==> src/common/timing_pkg.sv <==
// Shared types and constants for the instruction cycle sequencer.
// Assumes one system clock and a synchronous active-low reset.
package timing_pkg;

  // Cycle counts fit four bits; no instruction needs more than eight
  localparam int CYC_W = 4;
  localparam logic [3:0] CYC_MAX = 4'h8;
  localparam logic [3:0] CYC_ONE = 4'h1;

  // Stack pointer after reset
  localparam logic [7:0] SP_RESET = 8'h07;
  localparam logic [7:0] SP_STEP = 8'h01;

  // Opcodes with side effects inside the sequencer
  localparam logic [7:0] OP_PUSH = 8'hc0;
  localparam logic [7:0] OP_POP = 8'hd0;
  localparam logic [6:0] OP_XCHD_HI = 7'h6b;

  // Nibble field split
  localparam int NIB_HI = 7;
  localparam int NIB_LO = 4;

  typedef struct packed {
    logic [1:0] bytes;
    logic [CYC_W-1:0] cycles;
    logic cond;
  } timing_info_t;

  typedef struct packed {
    logic [7:0] opcode;
    logic [1:0] bytes;
    logic [CYC_W-1:0] cycles;
    logic taken;
  } instr_t;

  typedef struct packed {
    logic [7:0] acc;
    logic [7:0] ram;
  } nibble_xchg_t;

  typedef enum logic [1:0] {
    ST_FETCH = 2'b01,
    ST_EXEC = 2'b10
  } seq_state_t;

endpackage

==> src/logic/cycle_countdown.sv <==
// Down counter that paces the execute phase of one instruction.
// Assumes the loader only loads while the count has run out.
`timescale 1ns/1ps
module cycle_countdown
  import timing_pkg::*;
#(
  parameter int W = CYC_W
) (
  // Clock and reset
  input wire logic i_mclk,
  input wire logic i_rst_n,
  // Load
  input wire logic i_load,
  input wire logic [W-1:0] i_count,
  // State
  output logic [W-1:0] o_remaining,
  output logic o_last
);

  logic [W-1:0] remaining_q;

  always_ff @(posedge i_mclk) begin
    if (!i_rst_n) begin
      remaining_q <= '0;
    end else if (i_load) begin
      remaining_q <= i_count;
    end else if (remaining_q != '0) begin
      remaining_q <= remaining_q - W'(1);
    end
  end

  assign o_remaining = remaining_q;
  assign o_last = (remaining_q == W'(1));

endmodule

==> src/logic/instr_sequencer.sv <==
// Instruction cycle sequencer: decides how many clocks each
// instruction executes for and paces fetch against that count.
// Assumes opcodes and the branch outcome come from logic on i_mclk.
`timescale 1ns/1ps
module instr_sequencer
  import timing_pkg::*;
(
  // Clock and reset
  input wire logic i_mclk,
  input wire logic i_rst_n,
  // Opcode fetch
  input wire logic i_fetch_valid,
  input wire logic [7:0] i_opcode,
  output logic o_fetch_ready,
  // Branch outcome, sampled with the opcode
  input wire logic i_branch_taken,
  // Operands for the nibble exchange
  input wire logic [7:0] i_acc,
  input wire logic [7:0] i_ram_byte,
  // Sequencing status
  output logic o_busy,
  output logic o_retire,
  output instr_t o_instr,
  // Stack
  output logic [7:0] o_stack_pointer,
  output logic o_stack_write,
  output logic o_stack_read,
  // Nibble exchange result
  output nibble_xchg_t o_xchd,
  output logic o_xchd_valid
);

  function automatic timing_info_t t_of(
    input logic [1:0] b,
    input logic [3:0] c,
    input logic cond
  );
    timing_info_t r;
    r.bytes = b;
    r.cycles = c;
    r.cond = cond;
    return r;
  endfunction

  // Cycles given are the not-taken figure for branches
  function automatic timing_info_t decode_timing(
    input logic [7:0] op
  );
    timing_info_t r;
    r = t_of(2'd1, 4'h1, 1'b0);
    casez (op)
      8'h?1: r = t_of(2'd2, 4'h3, 1'b0);
      8'h02, 8'h12: r = t_of(2'd3, 4'h4, 1'b0);
      8'h22, 8'h32: r = t_of(2'd1, 4'h5, 1'b0);
      // Code read relative to A
      8'h73, 8'h83, 8'h93: r = t_of(2'd1, 4'h3, 1'b0);
      // External data both ways
      8'he0, 8'hf0, 8'he2, 8'he3,
      8'hf2, 8'hf3: r = t_of(2'd1, 4'h3, 1'b0);
      8'h80: r = t_of(2'd2, 4'h3, 1'b0);
      // Branch figures are not taken
      8'h10, 8'h20, 8'h30: r = t_of(2'd3, 4'h3, 1'b1);
      8'h40, 8'h50, 8'h60,
      8'h70: r = t_of(2'd2, 4'h2, 1'b1);
      8'hb4: r = t_of(2'd3, 4'h3, 1'b1);
      8'hb5, 8'hb6, 8'hb7: r = t_of(2'd3, 4'h4, 1'b1);
      8'b10111???: r = t_of(2'd3, 4'h3, 1'b1);
      8'b11011???: r = t_of(2'd2, 4'h2, 1'b1);
      8'hd5: r = t_of(2'd3, 4'h3, 1'b1);
      8'ha4: r = t_of(2'd1, 4'h4, 1'b0);
      // Longest instruction
      8'h84: r = t_of(2'd1, CYC_MAX, 1'b0);
      // Three-byte forms, then two-byte two-clock forms
      8'h43, 8'h53, 8'h63, 8'h75, 8'h85,
      8'h90: r = t_of(2'd3, 4'h3, 1'b0);
      8'h76, 8'h77, 8'ha6, 8'ha7, 8'h86,
      8'h87: r = t_of(2'd2, 4'h2, 1'b0);
      // Indirect RAM needs a second clock, then two-byte register forms
      8'b????011?: r = t_of(2'd1, 4'h2, 1'b0);
      8'b01111???, 8'b10101???,
      8'b10001???: r = t_of(2'd2, 4'h2, 1'b0);
      // Working register forms
      8'b????1???: r = t_of(2'd1, 4'h1, 1'b0);
      8'ha5: r = t_of(2'd1, 4'h1, 1'b0);
      // Direct and immediate forms
      8'h?5: r = t_of(2'd2, 4'h2, 1'b0);
      8'h24, 8'h34, 8'h44, 8'h54, 8'h64, 8'h94,
      8'h74: r = t_of(2'd2, 4'h2, 1'b0);
      // A manipulations in one clock; 8'h?2 forms take two
      8'h?4, 8'h?3: r = t_of(2'd1, 4'h1, 1'b0);
      8'h?2: r = t_of(2'd2, 4'h2, 1'b0);
      // 8'ha0 and 8'hb0, then push and pop
      8'ha0, 8'hb0, 8'hc0,
      8'hd0: r = t_of(2'd2, 4'h2, 1'b0);
      // Everything else: clocks equal bytes
      default: r = t_of(2'd1, 4'h1, 1'b0);
    endcase
    return r;
  endfunction

  seq_state_t state_q;
  seq_state_t state_d;
  timing_info_t info;
  logic accept;
  logic take;
  logic [CYC_W-1:0] total;
  logic [CYC_W-1:0] remaining;
  logic last;
  instr_t instr_q;
  logic [7:0] sp_q;
  nibble_xchg_t xchd_q;
  logic xchd_valid_q;
  logic [CYC_W-1:0] busy_cnt_q;

  assign info = decode_timing(i_opcode);
  assign accept = (state_q == ST_FETCH) && i_fetch_valid;
  assign take = info.cond && i_branch_taken;
  // Taken branch costs one clock more
  assign total = info.cycles + (take ? CYC_ONE : '0);

  // Counts in plain clocks
  cycle_countdown #(
    .W(CYC_W)
  ) u_count (
    .i_mclk(i_mclk),
    .i_rst_n(i_rst_n),
    .i_load(accept),
    .i_count(total),
    .o_remaining(remaining),
    .o_last(last)
  );

  // Fetch waits for the count, then resumes
  always_comb begin
    state_d = state_q;
    case (state_q)
      ST_FETCH: begin
        if (accept) begin
          state_d = ST_EXEC;
        end
      end
      ST_EXEC: begin
        if (last) begin
          state_d = ST_FETCH;
        end
      end
      default: state_d = ST_FETCH;
    endcase
  end

  always_ff @(posedge i_mclk) begin
    if (!i_rst_n) begin
      state_q <= ST_FETCH;
    end else begin
      state_q <= state_d;
    end
  end

  always_ff @(posedge i_mclk) begin
    if (!i_rst_n) begin
      instr_q <= '0;
    end else if (accept) begin
      instr_q.opcode <= i_opcode;
      instr_q.bytes <= info.bytes;
      instr_q.cycles <= total;
      instr_q.taken <= take;
    end
  end

  // Pre-increment on push, so the write sees the new top
  always_ff @(posedge i_mclk) begin
    if (!i_rst_n) begin
      sp_q <= SP_RESET;
    end else if (accept && i_opcode == OP_PUSH) begin
      sp_q <= sp_q + SP_STEP;
    end else if (o_retire && instr_q.opcode == OP_POP) begin
      sp_q <= sp_q - SP_STEP;
    end
  end

  // Low nibbles only; high nibbles stay put
  always_ff @(posedge i_mclk) begin
    if (!i_rst_n) begin
      xchd_q <= '0;
      xchd_valid_q <= 1'b0;
    end else begin
      xchd_valid_q <= 1'b0;
      if (o_retire && instr_q.opcode[7:1] == OP_XCHD_HI) begin
        xchd_q.acc <= {i_acc[NIB_HI:NIB_LO],
                       i_ram_byte[NIB_LO-1:0]};
        xchd_q.ram <= {i_ram_byte[NIB_HI:NIB_LO],
                       i_acc[NIB_LO-1:0]};
        xchd_valid_q <= 1'b1;
      end
    end
  end

  // Execute-phase clocks seen so far; checking aid
  always_ff @(posedge i_mclk) begin
    if (!i_rst_n) begin
      busy_cnt_q <= '0;
    end else if (accept) begin
      busy_cnt_q <= '0;
    end else if (o_busy) begin
      busy_cnt_q <= busy_cnt_q + CYC_ONE;
    end
  end

  assign o_fetch_ready = (state_q == ST_FETCH);
  assign o_busy = (state_q == ST_EXEC);
  assign o_retire = o_busy && last;
  assign o_instr = instr_q;
  assign o_stack_pointer = sp_q;
  assign o_stack_write = o_retire && instr_q.opcode == OP_PUSH;
  // Pop reads before the pointer drops
  assign o_stack_read = o_retire && instr_q.opcode == OP_POP;
  assign o_xchd = xchd_q;
  assign o_xchd_valid = xchd_valid_q;

  AST_CLOCKS_EQUAL_COUNT: assert property (
    @(posedge i_mclk) disable iff (!i_rst_n)
    o_retire |-> (busy_cnt_q + CYC_ONE) == o_instr.cycles
  ) else $error("execute length differs from cycle count");

  AST_BYTES_EQUAL_CLOCKS: assert property (
    @(posedge i_mclk) disable iff (!i_rst_n)
    accept && i_opcode[7:4] == 4'h2 && i_opcode[3:0] > 4'h2
      && i_opcode[3:1] != 3'b011
      |=> o_instr.cycles == {2'b00, o_instr.bytes}
  ) else $error("plain add does not take clocks equal to bytes");

  AST_BRANCH_TAKEN_PLUS_ONE: assert property (
    @(posedge i_mclk) disable iff (!i_rst_n)
    accept && (i_opcode == 8'h40 || i_opcode == 8'h60)
      |=> o_instr.cycles
        == ($past(i_branch_taken) ? 4'h3 : 4'h2)
  ) else $error("branch length wrong for its outcome");

  AST_WORKING_REG_ONE: assert property (
    @(posedge i_mclk) disable iff (!i_rst_n)
    accept && i_opcode[7:3] == 5'b00101
      |=> o_retire ##1 o_fetch_ready
  ) else $error("register add did not finish in one clock");

  AST_INDIRECT_TWO: assert property (
    @(posedge i_mclk) disable iff (!i_rst_n)
    accept && i_opcode[7:1] == 7'h13
      |=> !o_retire ##1 o_retire
  ) else $error("indirect add did not take two clocks");

  AST_DIRECT_IMM_TWO: assert property (
    @(posedge i_mclk) disable iff (!i_rst_n)
    accept && (i_opcode == 8'h24 || i_opcode == 8'h25)
      |=> !o_retire ##1 o_retire ##0 o_instr.bytes == 2'd2
  ) else $error("direct or immediate add wrong");

  AST_LOGIC_IMM_THREE: assert property (
    @(posedge i_mclk) disable iff (!i_rst_n)
    accept && (i_opcode == 8'h43 || i_opcode == 8'h53
      || i_opcode == 8'h63)
      |=> !o_retire [*2] ##1 o_retire
  ) else $error("logic immediate to direct not three clocks");

  AST_ACC_MANIP_ONE: assert property (
    @(posedge i_mclk) disable iff (!i_rst_n)
    accept && (i_opcode == 8'he4 || i_opcode == 8'hf4
      || i_opcode == 8'hc4 || i_opcode == 8'h23)
      |=> o_retire
  ) else $error("accumulator manipulation not one clock");

  AST_CODE_READ_THREE: assert property (
    @(posedge i_mclk) disable iff (!i_rst_n)
    accept && (i_opcode == 8'h93 || i_opcode == 8'h83)
      |=> o_busy [*3] ##0 o_retire ##1 o_fetch_ready
  ) else $error("code read not three clocks");

  AST_EXT_DATA_THREE: assert property (
    @(posedge i_mclk) disable iff (!i_rst_n)
    accept && i_opcode[7:5] == 3'b111
      && (i_opcode[3:0] == 4'h0 || i_opcode[3:1] == 3'b001)
      |=> !o_retire [*2] ##1 o_retire
  ) else $error("external data access not three clocks");

  AST_DIRECT_COPY_THREE: assert property (
    @(posedge i_mclk) disable iff (!i_rst_n)
    accept && i_opcode == 8'h85
      |=> o_instr.bytes == 2'd3 && o_instr.cycles == 4'h3
  ) else $error("direct copy timing wrong");

  AST_POINTER_LOAD_THREE: assert property (
    @(posedge i_mclk) disable iff (!i_rst_n)
    accept && i_opcode == 8'h90
      |=> !o_retire [*2] ##1 o_retire
  ) else $error("data pointer load not three clocks");

  AST_STORE_INDIRECT_TWO: assert property (
    @(posedge i_mclk) disable iff (!i_rst_n)
    accept && i_opcode[7:1] == 7'h7b
      |=> !o_retire ##1 o_retire
  ) else $error("indirect store not two clocks");

  AST_STACK_TWO: assert property (
    @(posedge i_mclk) disable iff (!i_rst_n)
    accept && (i_opcode == OP_PUSH || i_opcode == OP_POP)
      |=> !o_retire ##1 o_retire
        && (o_stack_write || o_stack_read)
  ) else $error("push or pop not two clocks");

  AST_XCHD_LOW_NIBBLE: assert property (
    @(posedge i_mclk) disable iff (!i_rst_n)
    o_retire && o_instr.opcode[7:1] == OP_XCHD_HI |=>
      o_xchd_valid
      && o_xchd.acc == {$past(i_acc[7:4]), $past(i_ram_byte[3:0])}
      && o_xchd.ram == {$past(i_ram_byte[7:4]), $past(i_acc[3:0])}
  ) else $error("nibble exchange result wrong");

  AST_XCH_REG_ONE: assert property (
    @(posedge i_mclk) disable iff (!i_rst_n)
    accept && i_opcode[7:3] == 5'b11001 |=> o_retire
  ) else $error("register exchange not one clock");

  AST_EIGHT_MAX: assert property (
    @(posedge i_mclk) disable iff (!i_rst_n)
    o_busy |-> busy_cnt_q < CYC_MAX && remaining <= CYC_MAX
  ) else $error("instruction exceeded eight clocks");

  AST_PUSH_PREINC: assert property (
    @(posedge i_mclk) disable iff (!i_rst_n)
    accept && i_opcode == OP_PUSH |=>
      o_stack_pointer == $past(o_stack_pointer) + SP_STEP
      ##1 o_stack_write && $stable(o_stack_pointer)
  ) else $error("push stored before stack pointer rose");

  AST_FETCH_AFTER_RETIRE: assert property (
    @(posedge i_mclk) disable iff (!i_rst_n)
    o_retire |=> o_fetch_ready && !o_busy
  ) else $error("fetch did not resume after retire");

  COV_BRANCH_TAKEN: cover property (
    @(posedge i_mclk) disable iff (!i_rst_n)
    accept && take
  );

  COV_BRANCH_NOT_TAKEN: cover property (
    @(posedge i_mclk) disable iff (!i_rst_n)
    accept && info.cond && !take
  );

  COV_DIVIDE: cover property (
    @(posedge i_mclk) disable iff (!i_rst_n)
    o_retire && o_instr.cycles == CYC_MAX
  );

  COV_BACK_TO_BACK: cover property (
    @(posedge i_mclk) disable iff (!i_rst_n)
    o_retire ##1 accept
  );

endmodule

==> config.mk <==
export PLATFORM = sky130hd
export DESIGN_NAME = instr_sequencer
export DESIGN_NICKNAME = d
export VERILOG_FILES = /design/src/common/timing_pkg.sv /design/src/logic/cycle_countdown.sv /design/src/logic/instr_sequencer.sv
export SDC_FILE = /design/constraint.sdc
export NUM_CORES = 1
export LEC_CHECK = 0
export BUFFER_PORTS_ARGS = -buffer_cell sky130_fd_sc_hd__buf_2
export CAP_MARGIN = 20
export CORE_MARGIN = 1.5
export CORE_UTILIZATION = 45
export DETAILED_ROUTE_END_ITERATION = 7
export PLACE_DENSITY = 0.7
export RECOVER_POWER = 100
export SLEW_MARGIN = 20
export SYNTH_ARGS = -nofsm -noshare
export SYNTH_HDL_FRONTEND = slang
export SYNTH_SLANG_ARGS = --single-unit
export TNS_END_PERCENT = 100
==> constraint.sdc <==
create_clock -name i_mclk -period 3.4 [get_ports i_mclk]
set_clock_uncertainty 0.1 [all_clocks]
set_input_delay 0 -clock i_mclk [delete_from_list [all_inputs] [get_ports i_mclk]]
set_output_delay 0 -clock i_mclk [all_outputs]
set_load 0.02 [all_outputs]
# After elaboration in Yosys (flattened, before gate mapping)
# Cells that the tools add are included.
[op_classes]
addsub = 4
n_eq_ne = 69
muxes = 14
n_reduce_logical = 24
[op_table]
columns = ["op", "n"]
rows = [
  ["$eq 8x8->1 const B", 30],
  ["$eq 8x7->1 const B", 15],
  ["$pmux 7 s11", 1],
  ["$eq 8x6->1 const B", 6],
  ["$mux 7", 3],
  ["$eq 5x5->1 const B", 4],
  ["$reduce_or 6->1", 3],
  ["$eq 8x5->1 const B", 2],
  ["$mux 8", 2],
  ["$pmux 7 s2", 1],
  ["$reduce_or 5->1", 2],
  ["$reduce_or 9->1", 1],
  ["$add 8x1->8 const B", 1],
  ["$eq 4x1->1 const B", 2],
  ["$eq 8x2->1 const B", 1],
  ["$mux 4", 2],
  ["$reduce_or 2->1", 4],
  ["$reduce_or 8->1", 1],
  ["$sub 8x1->8 const B", 1],
  ["$eq 7x7->1 const B", 1],
  ["$logic_and 1x1->1", 7],
  ["$reduce_or 3->1", 2],
  ["$eq 5x4->1 const B", 1],
  ["$add 4x1->4", 1],
  ["13 further kinds", 17],
]
[totals]
regBits = 46
inputBits = 28
output_inout_bits = 45
wordCells = 121

# Depth between registers and ports, before layout
# Gate-level depths: netlist of the first run.
[depth]
depth_word = 11
mapped_depth = 12
mapped_depth_nobuf = 11

# Modules after synthesis
# A second synthesis of the first run with hierarchy kept.
[hier_totals]
hier_cells = 316
hier_area_um2 = 2701.3
[by_module_without_submodules]
columns = ["module", "instances", "cells_per_inst", "area_each_um2", "seq_area_each_um2"]
rows = [
  ["instr_sequencer", 1, 289, 2449.8, 840.8],
  ["cycle_countdown", 1, 27, 251.5, 80.1],
]

# Worst setup path after synthesis of the first run
# No wires, ideal clock.
[synth_timing]
kind = "reg2reg"
from = "reg state_q[1]"
to = "reg sp_q[7] (netlist: o_stack_pointer[7])"
setup_ns = 0.131
arrival_time_ns = 2.431
required_time_ns = 3.169
setup_slack_ns = 0.738
stages_incl_launch_ff = 11
path_buffers = 1
period_less_slack_ns = 2.662
cell_sequence = "dfxtp_1 and3b_2 clkbuf_8 nand4_1 ha_1 a21oi_1 o21ai_0 a2111oi_0 o21a_1 o21ai_0 nor3b_1"
[synth_via]
elab_chain_len = 4
elab_cells_between_ends = 8
classes_between = "eq/ne: 2; mux: 1; reduce/logical: 5"
[synth_lines]
columns = ["item", "line_no", "rtl"]
rows = [
  ["start: declaration", "instr_sequencer.sv:101", "seq_state_t state_q;"],
  ["start signal: assignment", "instr_sequencer.sv:155", "state_q <= state_d;"],
  ["$eq 2x1->1 or $eq 2x2->1 (tied branches)", "instr_sequencer.sv:116, instr_sequencer.sv:210", ""],
  ["$logic_and 1x1->1, on equally long branches", "instr_sequencer.sv:116, instr_sequencer.sv:211", ""],
  ["$logic_and 1x1->1, on equally long branches", "instr_sequencer.sv:174, instr_sequencer.sv:176", ""],
  ["$mux 8 or $reduce_bool 2->1 (tied branches)", "n/a", ""],
  ["end signal: assignment", "instr_sequencer.sv:175", "sp_q <= sp_q + SP_STEP;"],
  ["end signal: assignment", "instr_sequencer.sv:177", "sp_q <= sp_q - SP_STEP;"],
  ["end: declaration", "instr_sequencer.sv:110", "logic [7:0] sp_q;"],
]
# Several ways; a longest one is shown, not always the timed one.
# A chain may end at the register's enable or synchronous reset.

# Worst setup path after layout of the first run
[layout_timing]
from = "in i_opcode[7]"
to = "reg sp_q[7] (netlist: o_stack_pointer[7])"
[layout_via]
elab_chain_len = 3
elab_cells_between_ends = 4
classes_between = "eq/ne: 1; mux: 1; reduce/logical: 2"
[layout_lines]
columns = ["item", "line_no", "rtl"]
rows = [
  ["start: declaration", "instr_sequencer.sv:13", "input wire logic [7:0] i_opcode,"],
  ["$eq 8x8->1 *", "instr_sequencer.sv:174", "end else if (accept && i_opcode == OP_PUSH) begin"],
  ["$logic_and 1x1->1 *", "instr_sequencer.sv:174", ""],
  ["$mux 8 or $reduce_bool 2->1 (tied branches)", "n/a", ""],
]
# Every way passes the cells marked *; elsewhere a longest branch is shown, timed or not.

==> results of run 1 <==
[report_power, final]
| group | internal, mW | switching (mW) |
|---|---|---|
| registers | 0.574 | 0.0299 |
| clock network | 0.145 | 0.195 |
| logic | 0.142 | 0.187 |
[metrics by stage]
step                utilization (%)  instance area, um2  hold WS [ns]  setup WS, ns  power (mW)
floorplan                         -                2620       -0.0381         0.738       0.862
global placement               53.5                2980         0.146         0.622       0.937
detailed placement             53.5                2980         0.152         0.549       0.938
CTS                            59.8                3330         0.168         0.346        1.30
global route                   58.0                3240         0.207        0.0451        1.36
finish                         58.0                3240         0.153         0.356        1.27
[cells in the mapped netlist, types with 4 or more instances]
| cell | n |
|---|---|
| a21oi_1 | 40 |
| nor2_1 | 15 |
| nand3_1 | 9 |
| nand2_1 | 68 |
| buf_6 | 5 |
| clkbuf_1 | 7 |
| dfxtp_1 | 46 |
| ha_1 | 11 |
| xor2_1 | 6 |
| mux2i_1 | 5 |
| nand4_1 | 7 |
| o211ai_1 | 4 |
| nor3b_1 | 4 |
| inv_1 | 9 |
| o21ai_0 | 7 |
| nor3_1 | 6 |
[cell usage in the layout (no fill, tap or decap), types with 3 or more instances in the layout]
cell type      synthesis  final
nand2_1               68     68
o211ai_1               4      4
a211oi_1               3      3
clkbuf_8               1      5
ha_1                  11     11
inv_1                  9      9
o21ai_0                7      7
dfxtp_1               46     46
or2_2                  3      3
mux2i_1                5      5
xor2_1                 6      6
buf_2                  1     27
a21oi_1               40     40
clkbuf_1               7     48
nand4_1                7      7
xnor2_1                3      3
dlygate4sd3_1          0     26
nor3_1                 6      7
nor3b_1                4      4
nor2_1                15     15
nand3_1                9      9
nor2b_1                3      3
[registers in the layout (all words and copies together) (netlist names)]
register,count
o_xchd,16
u_count.o_remaining,4
o_stack_pointer,8
o_xchd_valid,1
state_q,2
o_instr,15
[cell families after synthesis]
kind of cell               synth area share [%]
DFF                                        35.1
AOI/OAI and AO/OA                          17.9
adders and majority gates                  6.01
and+or+nand+nor                            29.6
muxes                                      2.34
buffers and inverters                      6.01
xor gates and xnor gates                   3.00
[final timing paths]
kind / cells after the start / slack, ns / start / to
worst min-delay path: 4 / 0.15 / i_fetch_valid / o_instr[7]
worst max-delay path: 12 / 0.36 / i_opcode[7] / o_stack_pointer[7]
worst max register to register: 7 / 0.68 / u_count.o_remaining[1] / o_stack_pointer[6]
worst min register to register: 2 / 0.35 / o_xchd[11] / o_xchd[11]
[layer usage]
metal	wire length [um]	GRT usage, %	vias up
met1	3020	28.3	1213
met3	432	5.52	19
met2	3280	38.8	83
li1	-	-	1312
met5	0	0	-
met4	167	8.95	0
[worst max-delay path, delay by kind of cell]
family,cells,cell delay (ns)
AND/OR/NAND/NOR,4,0.87
adder cells (fa/ha/maj),1,0.28
AO/OA/AOI/OAI,4,1.03
buffers and inverters,3,1.00
[area by class of cell]
class	instances	area (um2)	share of cell area, %
tap	72	90.1	2.78
clock inverter	3	21.3	0.657
clock buffer	5	68.8	2.13
timing repair buffer	102	583	18.0
inverter	9	33.8	1.04
sequential	46	921	28.5
multi-input combinational	248	1520	46.9
[timing repair]
| item | CTS | global route |
|---|---|---|
| endpoints found under the setup margin | 0 | 1 |
| resized for setup | 0 | 1 |
| hold buffers | 26 | 0 |
| hold endpoints to repair | 32 | 0 |
==> run metrics, run 1 <==
drt via density=~5.4; Worst Hold Class=in2reg; FMAX=328 MHz; clock period minus worst slack=around 3.0 ns; #FFs+latches synth=46; layout cells sized above 1=12.1%; n_diodes=0; vias in the first global route=approximately 2500; Detail Placement HPWL=between 4 and 5 mm; WP data arrival=3.17 ns; PD cells=394 mW/mm2; total global routing overflow=0; area grow syn2layout=23.3%; total die area=approximately 0.0063 mm2; Max Slew Vio Count=0; Critical Path RT=3.53 ns; fill count=544; Die H=79.4 um; DIE WIDTH=around 80 um; Non-Filler Instances=between 400 and 500; Root Buffer=clkbuf_8; wirelength, routed=6.90 mm; antenna viol nets, final=0; final-report setup violation count=0; cell taking the most area after synthesis=dfxtp_1; GP Congestion=0.964; synth unique cells=between 60 and 70; Std-Cell Rows=27; via count=2627; Yosys Warn Count=0; Synth Cell Area=around 0.0026 mm2; clk_lat worst skew=0.30 ns; syn_area_per_cell=8.20 um2; TritonCTS clock tree=built; final hold vios=0; Synth Flop Type=dfxtp_1; Crit Path Class=in2reg; CP max stage cell=dlygate4sd3_1; largest net degree at the start of global routing=27; Synth area leaders=dfxtp_1 (35%), nand2_1 (9.7%), a21oi_1 (7.6%); total CTS buffers=5; max_cap viols=0; Nets=452; IO Pins=73; crit-path max cell delay=0.52 ns; Syn Inst Count=320; Initial DRT Pass Iterations=5; dpl cells=451; post-synthesis sequential area ratio=35.1%; crit end category=flip-flop; Syn Nets=360; antenna violations before repair=0; IO buf count=72; share of the synthesized area in the top cell type=35.1%; worst-case clock buffer depth=2; # DRC=0; Worst-Margin Slew=1.10 ns; Period Utilization, post-route=89.5%; drt first-iter violations=118; Worst Path Max Fanout=17; status=finished, final reports clean; Post-synth ARST share=0%; CP startpoint kind=input port; Lkg Pwr=1.26 nW; H-tree levels=2; crit-path cells=dlygate4sd3_1, buf_2, nor3b_1, nand4_1, buf_2, ha_1, a21oi_1, o21ai_0, a2111oi_1, nor3_1, o21ai_0, nor3b_1; Setup Buffers After CTS=0; # clock sinks=46; first-pass GRT wire length=~12 mm; Worst slew margin=26.4%; RSZ-0062 raised after global routing=no; Core Box Area=between 0.005 and 0.006 mm2; number of synthesized flops with an enable pin=0; setup total negative slack=0 ns; WL per Instance=around 14 um; initial core utilization=~47%; Max VDD drop=0.000286 V; clk slew on worst S/H paths=0.09 ns; gr usage total=23.1%
Note: power is estimated with default switching activity, not from simulation.
==> run 2, diff against run 1 <==
==> constraint.sdc (replaced) <==
create_clock -name i_mclk -period 3.5 [get_ports i_mclk]
set_clock_uncertainty 0.1 [all_clocks]
set_input_delay 0 -clock i_mclk [delete_from_list [all_inputs] [get_ports i_mclk]]
set_output_delay 0 -clock i_mclk [all_outputs]
set_load 0.02 [all_outputs]
==> run metrics, run 2 (same netlist as run 1, synthesis figures left out) <==
WL per Instance=13.8 um (-3.0%); Lkg Pwr=1.29 nW (+2.5%); crit-path cells=dlygate4sd3_1, buf_2, nor3_1, nand4_1, clkbuf_1, buf_4, ha_1, inv_1, nor2_1, a2111oi_0, o21a_1, o21ai_0, nor3b_1; wirelength, routed=6.70 mm (-3.0%); Std-Cell Rows=27 (unchanged); # clock sinks=46 (unchanged); initial core utilization=47.1% (unchanged); sequential share of power=42.7% (-4.7 points); crit-path max cell delay=0.56 ns (+0.04 ns); total CTS buffers=5 (unchanged); setup total negative slack=0 ns (unchanged); CP max stage cell=a2111oi_0; Die H=79.4 um (unchanged); logic gate share of total power=22.9% (-3.0 points); Initial DRT Pass Iterations=4 (-1); Core Box Area=0.00557 mm2 (unchanged); worst-case clock buffer depth=2 (unchanged); Worst Hold Class=in2reg; Crit Path Class=in2reg; Worst Path Max Fanout=15 (-2); FMAX=between 300 and 400 MHz; final hold vios=0 (unchanged); drt via density=5.38 (-0.72%); drt first-iter violations=177 (+50%); n_diodes=0 (unchanged); max FFs per register=16 (unchanged); clock power share=34.4% (+7.7 points); Multi-input gate area=0.00151 mm2 (-0.66%); IO Pins=73 (unchanged); Internal=981 uW (+14%); total global routing overflow=0 (unchanged); clock period minus worst slack=3.14 ns; Worst-Margin Slew=1.05 ns (-0.0534 ns); Period Utilization, post-route=89.8%; gr usage total=21.8% (-1.2 points); layout cells sized above 1=12.3% (+0.24 points); clk slew on worst S/H paths=0.09 ns (about the same); leading cell type in the layout, fill and taps excluded=nand2_1; commonest non-fill, non-tap cells in the layout=nand2_1 (69), dfxtp_1 (46), clkbuf_1 (46), a21oi_1 (40), buf_2 (27); total die area=0.00630 mm2 (unchanged); RSZ-0062 raised after global routing=no; Max VDD drop=0.000281 V (-1.7%); first-pass GRT wire length=11.0 mm (-4.6%); area grow syn2layout=24.9%; Max Slew Vio Count=0 (unchanged); final-report setup violation count=0 (unchanged); Root Buffer=clkbuf_8; fill count=545 (+0.18%); IO buf count=72 (unchanged); Net Sw Power=394 uW (-4.6%); antenna violations before repair=0 (unchanged); largest net degree at the start of global routing=41 (+52%); register area=921 um2 (unchanged); via count=2608 (-0.72%); antenna viol nets, final=0 (unchanged); Sw Ratio=28.6% (-3.8 points); Worst slew margin=29.6% (+3.2 points); crit end category=flip-flop; GP Congestion=0.952 (-1.2%); vias in the first global route=2416 (-3.4%); status=finished, final reports clean; DIE WIDTH=79.4 um (unchanged); final core utilization=58.8% (+0.76 points); WP data arrival=3.23 ns (+0.06 ns); max_cap viols=0 (unchanged); clk_lat worst skew=0.30 ns (about the same); Nets=452 (unchanged); TritonCTS clock tree=built; H-tree levels=2 (unchanged); PD cells=419 mW/mm2 (+6.5%); Detail Placement HPWL=4.65 mm (-1.7%); Critical Path RT=3.58 ns (+0.05 ns); # DRC=0 (unchanged); CP startpoint kind=input port
## run 2: cell types whose count changed in the layout (fill, tap and decap cells not counted), sizes merged
| cell | change |
|---|---|
| dlygate4sd3 | -1 |
| clkinvlp | -1 |
| bufinv | +2 |
| buf | +2 |
| clkbuf | -1 |
| clkinv | -1 |
## run 2: worst max-delay path: cells and delay by family
kind | cells | cell delay (ns)
compound gates | 3 | 0.86
simple gates | 4 | 0.83
buf+inv | 5 | 1.22
fa+ha+maj | 1 | 0.30
## run 2: cell type report
type,count,area share [%]
clock inverter,3,2.10
multi-input combinational,248,46.0
tap,72,2.75
sequential,46,28.1
inverter,9,1.03
timing repair buffer,102,17.9
clock buffer,5,2.10
## run 2: stage by stage
| stage | power, mW | hold slack (ns) | cell area [um2] | worst slack (ns) | cells |
|---|---|---|---|---|---|
| 6_report | 1.37 | 0.0116 | 3280 | 0.356 | 485 |
| 5_1_grt | 1.46 | 0.0412 | 3280 | 0.108 | 485 |
| 4_1_cts | 1.41 | 0.0185 | 3350 | 0.192 | 482 |
| 3_5_place_dp | 0.909 | 0.153 | 2970 | 0.401 | 449 |
| 3_3_place_gp | 0.906 | 0.147 | 2970 | 0.536 | 449 |
| 2_1_floorplan | 0.837 | -0.0381 | 2620 | 0.838 | 320 |
## run 2: power by group through the flow
stage,Clock [mW],Combinational (mW),Sequential (mW)
6_report,0.473,0.315,0.587
3_3_place_gp,0,0.307,0.598
5_1_grt,0.510,0.356,0.594
2_1_floorplan,0,0.230,0.608
3_5_place_dp,0,0.309,0.599
4_1_cts,0.485,0.333,0.588
## run 2: path summary, 6_finish.rpt
| kind | startpoint | end | slack [ns] | cells past startpoint |
|---|---|---|---|---|
| min | i_branch_taken | o_instr[0] | 0.01 | 4 |
| max reg2reg | state_q[1] | o_stack_pointer[7] | 0.73 | 10 |
| min reg2reg | o_xchd[14] | o_xchd[14] | 0.36 | 2 |
| max | i_opcode[1] | o_stack_pointer[7] | 0.36 | 13 |
## run 2: routing by layer
layer	vias to the layer above	GRT usage, %	routed length (um)
met5	-	0	0
met4	0	5.44	43
met3	6	5.40	447
met2	101	36.6	3260
met1	1186	28.0	2940
li1	1315	-	-
## run 2: what timing repair did
| item | in CTS | in global routing |
|---|---|---|
| hold buffers | 25 | 0 |
| hold endpoints to repair | 31 | 0 |
| endpoints found under the setup margin | 0 | 1 |
| gates resized for setup | 0 | 0 |
| buffers inserted | 0 | 3 |
==> run 3, diff against run 2 <==
--- a/config.mk
+++ b/config.mk
@@ -5,6 +5,7 @@
 export SDC_FILE = /design/constraint.sdc
 export NUM_CORES = 1
 export LEC_CHECK = 0
+export ABC_AREA = 1
 export BUFFER_PORTS_ARGS = -buffer_cell sky130_fd_sc_hd__buf_2
 export CAP_MARGIN = 20
 export CORE_MARGIN = 1.5
==> run metrics, run 3 <==
number of synthesized flops with an enable pin=0 (unchanged); synth unique cells=37 (-42%); total global routing overflow=0 (unchanged); clk_lat worst skew=0.30 ns (about the same); IO buf count=72 (unchanged); Die H=79.9 um (+0.68%); Internal=895 uW (-8.8%); largest net degree at the start of global routing=34 (-17%); top cells by count, synth=nand2_1 (70), inv_1 (47), dfxtp_1 (46); #FFs+latches synth=46 (unchanged); met3 Usage GRT=5.37% (-0.031 points); layout cells sized above 1=13.4% (+1.1 points); logic gate share of total power=23.6% (+0.7 points); CP startpoint kind=input port; total CTS buffers=5 (unchanged); Sw Ratio=30.6% (+2.0 points); antenna viol nets, final=0 (unchanged); crit-path max cell delay=0.53 ns (-0.03 ns); WP data arrival=3.01 ns (-0.22 ns); CP max stage cell=dlygate4sd3_1; total power=1.29 mW (-6.1%); Max Slew Vio Count=0 (unchanged); Synth area leaders=dfxtp_1 (35%), nand2_1 (9.9%), inv_1 (6.6%); clock period minus worst slack=2.94 ns (-0.209 ns); Max VDD drop=0.000258 V (-8.2%); Synth Flop Type=dfxtp_1; wirelength, routed=7.01 mm (+4.7%); antenna violations before repair=0 (unchanged); Lkg Pwr=1.49 nW (+16%); Net Sw Power=395 uW (+0.37%); Detail Placement HPWL=5.17 mm (+11%); IO Pins=73 (unchanged); FMAX=341 MHz (+7.1%); vias in the first global route=2569 (+6.3%); PD cells=388 mW/mm2 (-7.4%); leading cell type in the layout, fill and taps excluded=nand2_1; Yosys Warn Count=0 (unchanged); gr usage total=23.3% (+1.5 points); DIE WIDTH=79.9 um (+0.68%); total die area=0.00638 mm2 (+1.4%); Worst Hold Path EP=o_instr[8]; drt via density=5.05 (-6.1%); status=finished, final reports clean; final-report setup violation count=0 (unchanged); Nets=516 (+14%); WL per Instance=12.8 um (-7.5%); Initial DRT Pass Iterations=5 (+1); clock power share=30.7% (-3.7 points); Period Utilization, post-route=83.9% (-6.0 points); n_diodes=0 (unchanged); met1 usage=28.0% (about the same); Worst Hold Class=in2reg; Core Box Area=0.00561 mm2 (+0.61%); Post-synth ARST share=0% (unchanged); # clock sinks=46 (unchanged); worst r2r src=state_q[0]; r2r setup slk=0.69 ns (-0.04 ns); Worst slew margin=23.2% (-6.4 points); cell taking the most area after synthesis=dfxtp_1; final hold vios=0 (unchanged); met2 GRT Util=40.6% (+4.0 points); Worst Path Max Fanout=8 (-7); WHS Path Cells=3 (-1); worst reg2reg endpoint=o_stack_pointer[7]; Root Buffer=clkbuf_8; Crit Path Class=in2reg; worst-case clock buffer depth=2 (unchanged); area grow syn2layout=24.8% (about the same); commonest non-fill, non-tap cells in the layout=nand2_1 (71), inv_1 (48), nor2_1 (47), clkbuf_1 (47), dfxtp_1 (46); Final Cell Area=0.00332 mm2 (+1.3%); max FFs per register=16 (unchanged); Syn Inst Count=384 (+20%); crit end category=flip-flop; RSZ-0062 raised after global routing=no; FF-to-FF path depth=15 (+5); sequential share of power=45.7% (+3.0 points); most common cell in the netlist=nand2_1; Area after DPL=0.00306 mm2 (+3.2%); Worst Path Buf+Inv=4 (-1); max_cap viols=0 (unchanged); worst hold start=i_opcode[1]; via count=2772 (+6.3%); # DRC=0 (unchanged); delay-heaviest family, CP=simple AND/OR/NAND/NOR gates; TritonCTS clock tree=built; share of the synthesized area in the top cell type=34.6% (-0.50 points); GRT busiest layer=met2; post-synthesis sequential area ratio=34.6% (-0.50 points); first-pass GRT wire length=11.7 mm (+5.9%); drt first-iter violations=151 (-15%); initial core utilization=47.5% (+0.39 points); H-tree levels=2 (unchanged); setup total negative slack=0 ns (unchanged); Synth Cell Area=0.00266 mm2 (+1.4%); syn_area_per_cell=6.93 um2 (-15%); Std-Cell Rows=27 (unchanged); GP Congestion=0.951 (-0.14%); Syn Nets=424 (+18%); clk slew on worst S/H paths=0.09 ns (about the same); crit-path cells=dlygate4sd3_1, clkbuf_1, inv_1, nand2_1, nor2_1, nand2_1, o21ai_0, nor2_1, nand3_2, nor2_1, o211ai_1, nand2_1, inv_1, ha_1, ha_1, nand3b_1, nand3_1, o21ai_0, nand2_1, nor2_1; Critical Path RT=3.58 ns (about the same); Worst-Margin Slew=1.15 ns (+0.0978 ns)
-- run 3: changes by cell type in the layout (fill, tap and decap cells not counted), moves of 11 or more --
| cell | before | now |
|---|---|---|
| a211oi_1 | 3 | 18 |
| a21oi_1 | 40 | 26 |
| inv_1 | 9 | 48 |
| inv_2 | 0 | 11 |
| nand3_1 | 9 | 24 |
| nor2_1 | 15 | 47 |
| o21ai_0 | 7 | 21 |
-- run 3: repair_timing --
action	4_1_cts	5_1_grt
setup buffers	0	0
hold buffers	24	0
hold endpoints to repair	26	0
gates resized for setup	0	0
-- run 3: layer usage --
| metal | share of wire, % | routed length (um) | vias to the layer above |
|---|---|---|---|
| li1 | - | - | 1433 |
| met1 | 45 | 3160 | 1246 |
| met2 | 49 | 3420 | 79 |
| met3 | 4.3 | 305 | 14 |
| met4 | 1.7 | 121 | 0 |
| met5 | 0 | 0 | - |
-- run 3: power by group through the flow --
stage	logic [mW]	clock network, mW	registers, mW
2_1_floorplan	0.202	0	0.613
3_3_place_gp	0.292	0	0.601
3_5_place_dp	0.294	0	0.601
4_1_cts	0.316	0.407	0.590
5_1_grt	0.346	0.430	0.594
6_report	0.305	0.396	0.589
-- run 3: stage by stage --
stage          hold WS [ns]  utilization [%]  instances  setup slack, ns
2_1_floorplan        0.0677                -        384            0.872
3_3_place_gp          0.183             54.6        517            0.865
3_5_place_dp          0.189             54.6        517            0.679
4_1_cts             0.00357             60.8        549            0.659
5_1_grt              0.0405             59.2        549            0.327
6_report            0.00980             59.2        549            0.564
-- run 3: layout make-up --
class                      instances  area, um2
multi-input combinational        267       1430
tap                               72       90.1
clock buffer                       6       72.6
inverter                          59        221
fill                             570       2290
clock inverter                     2       37.5
sequential                        46        921
timing repair buffer              97        548
-- run 3: worst max path at each step --
| stage | startpoint | endpoint | slack (ns) | cells after the start |
|---|---|---|---|---|
| 5_1_grt | i_opcode[5] | u_count.o_remaining[2] | 0.33 | 20 |
| 3_5_place_dp | state_q[0] | o_stack_pointer[7] | 0.68 | 15 |
| 6_report | i_opcode[5] | u_count.o_remaining[2] | 0.56 | 20 |
| 4_1_cts | state_q[0] | o_stack_pointer[7] | 0.66 | 15 |
| 2_1_floorplan | state_q[0] | o_stack_pointer[7] | 0.87 | 15 |
| 3_3_place_gp | state_q[0] | o_stack_pointer[7] | 0.87 | 15 |
-- run 3: cell families after synthesis --
logic type | Yosys count | share of synthesized area, %
buffers and inverters | 71 | 10.6
adder cells (fa/ha/maj) | 12 | 5.92
XOR/XNOR | 7 | 2.30
flip-flops | 46 | 34.6
AND/OR/NAND/NOR | 173 | 29.8
AO/OA/AOI/OAI | 75 | 16.8
-- run 3: worst reg2reg max path: cells and delay by family (launching register included) --
kind            cells  cell delay, ns
simple gates        9            1.13
fa+ha+maj           1            0.45
compound gates      1            0.32
buf+inv             4            0.38
flops               1            0.35
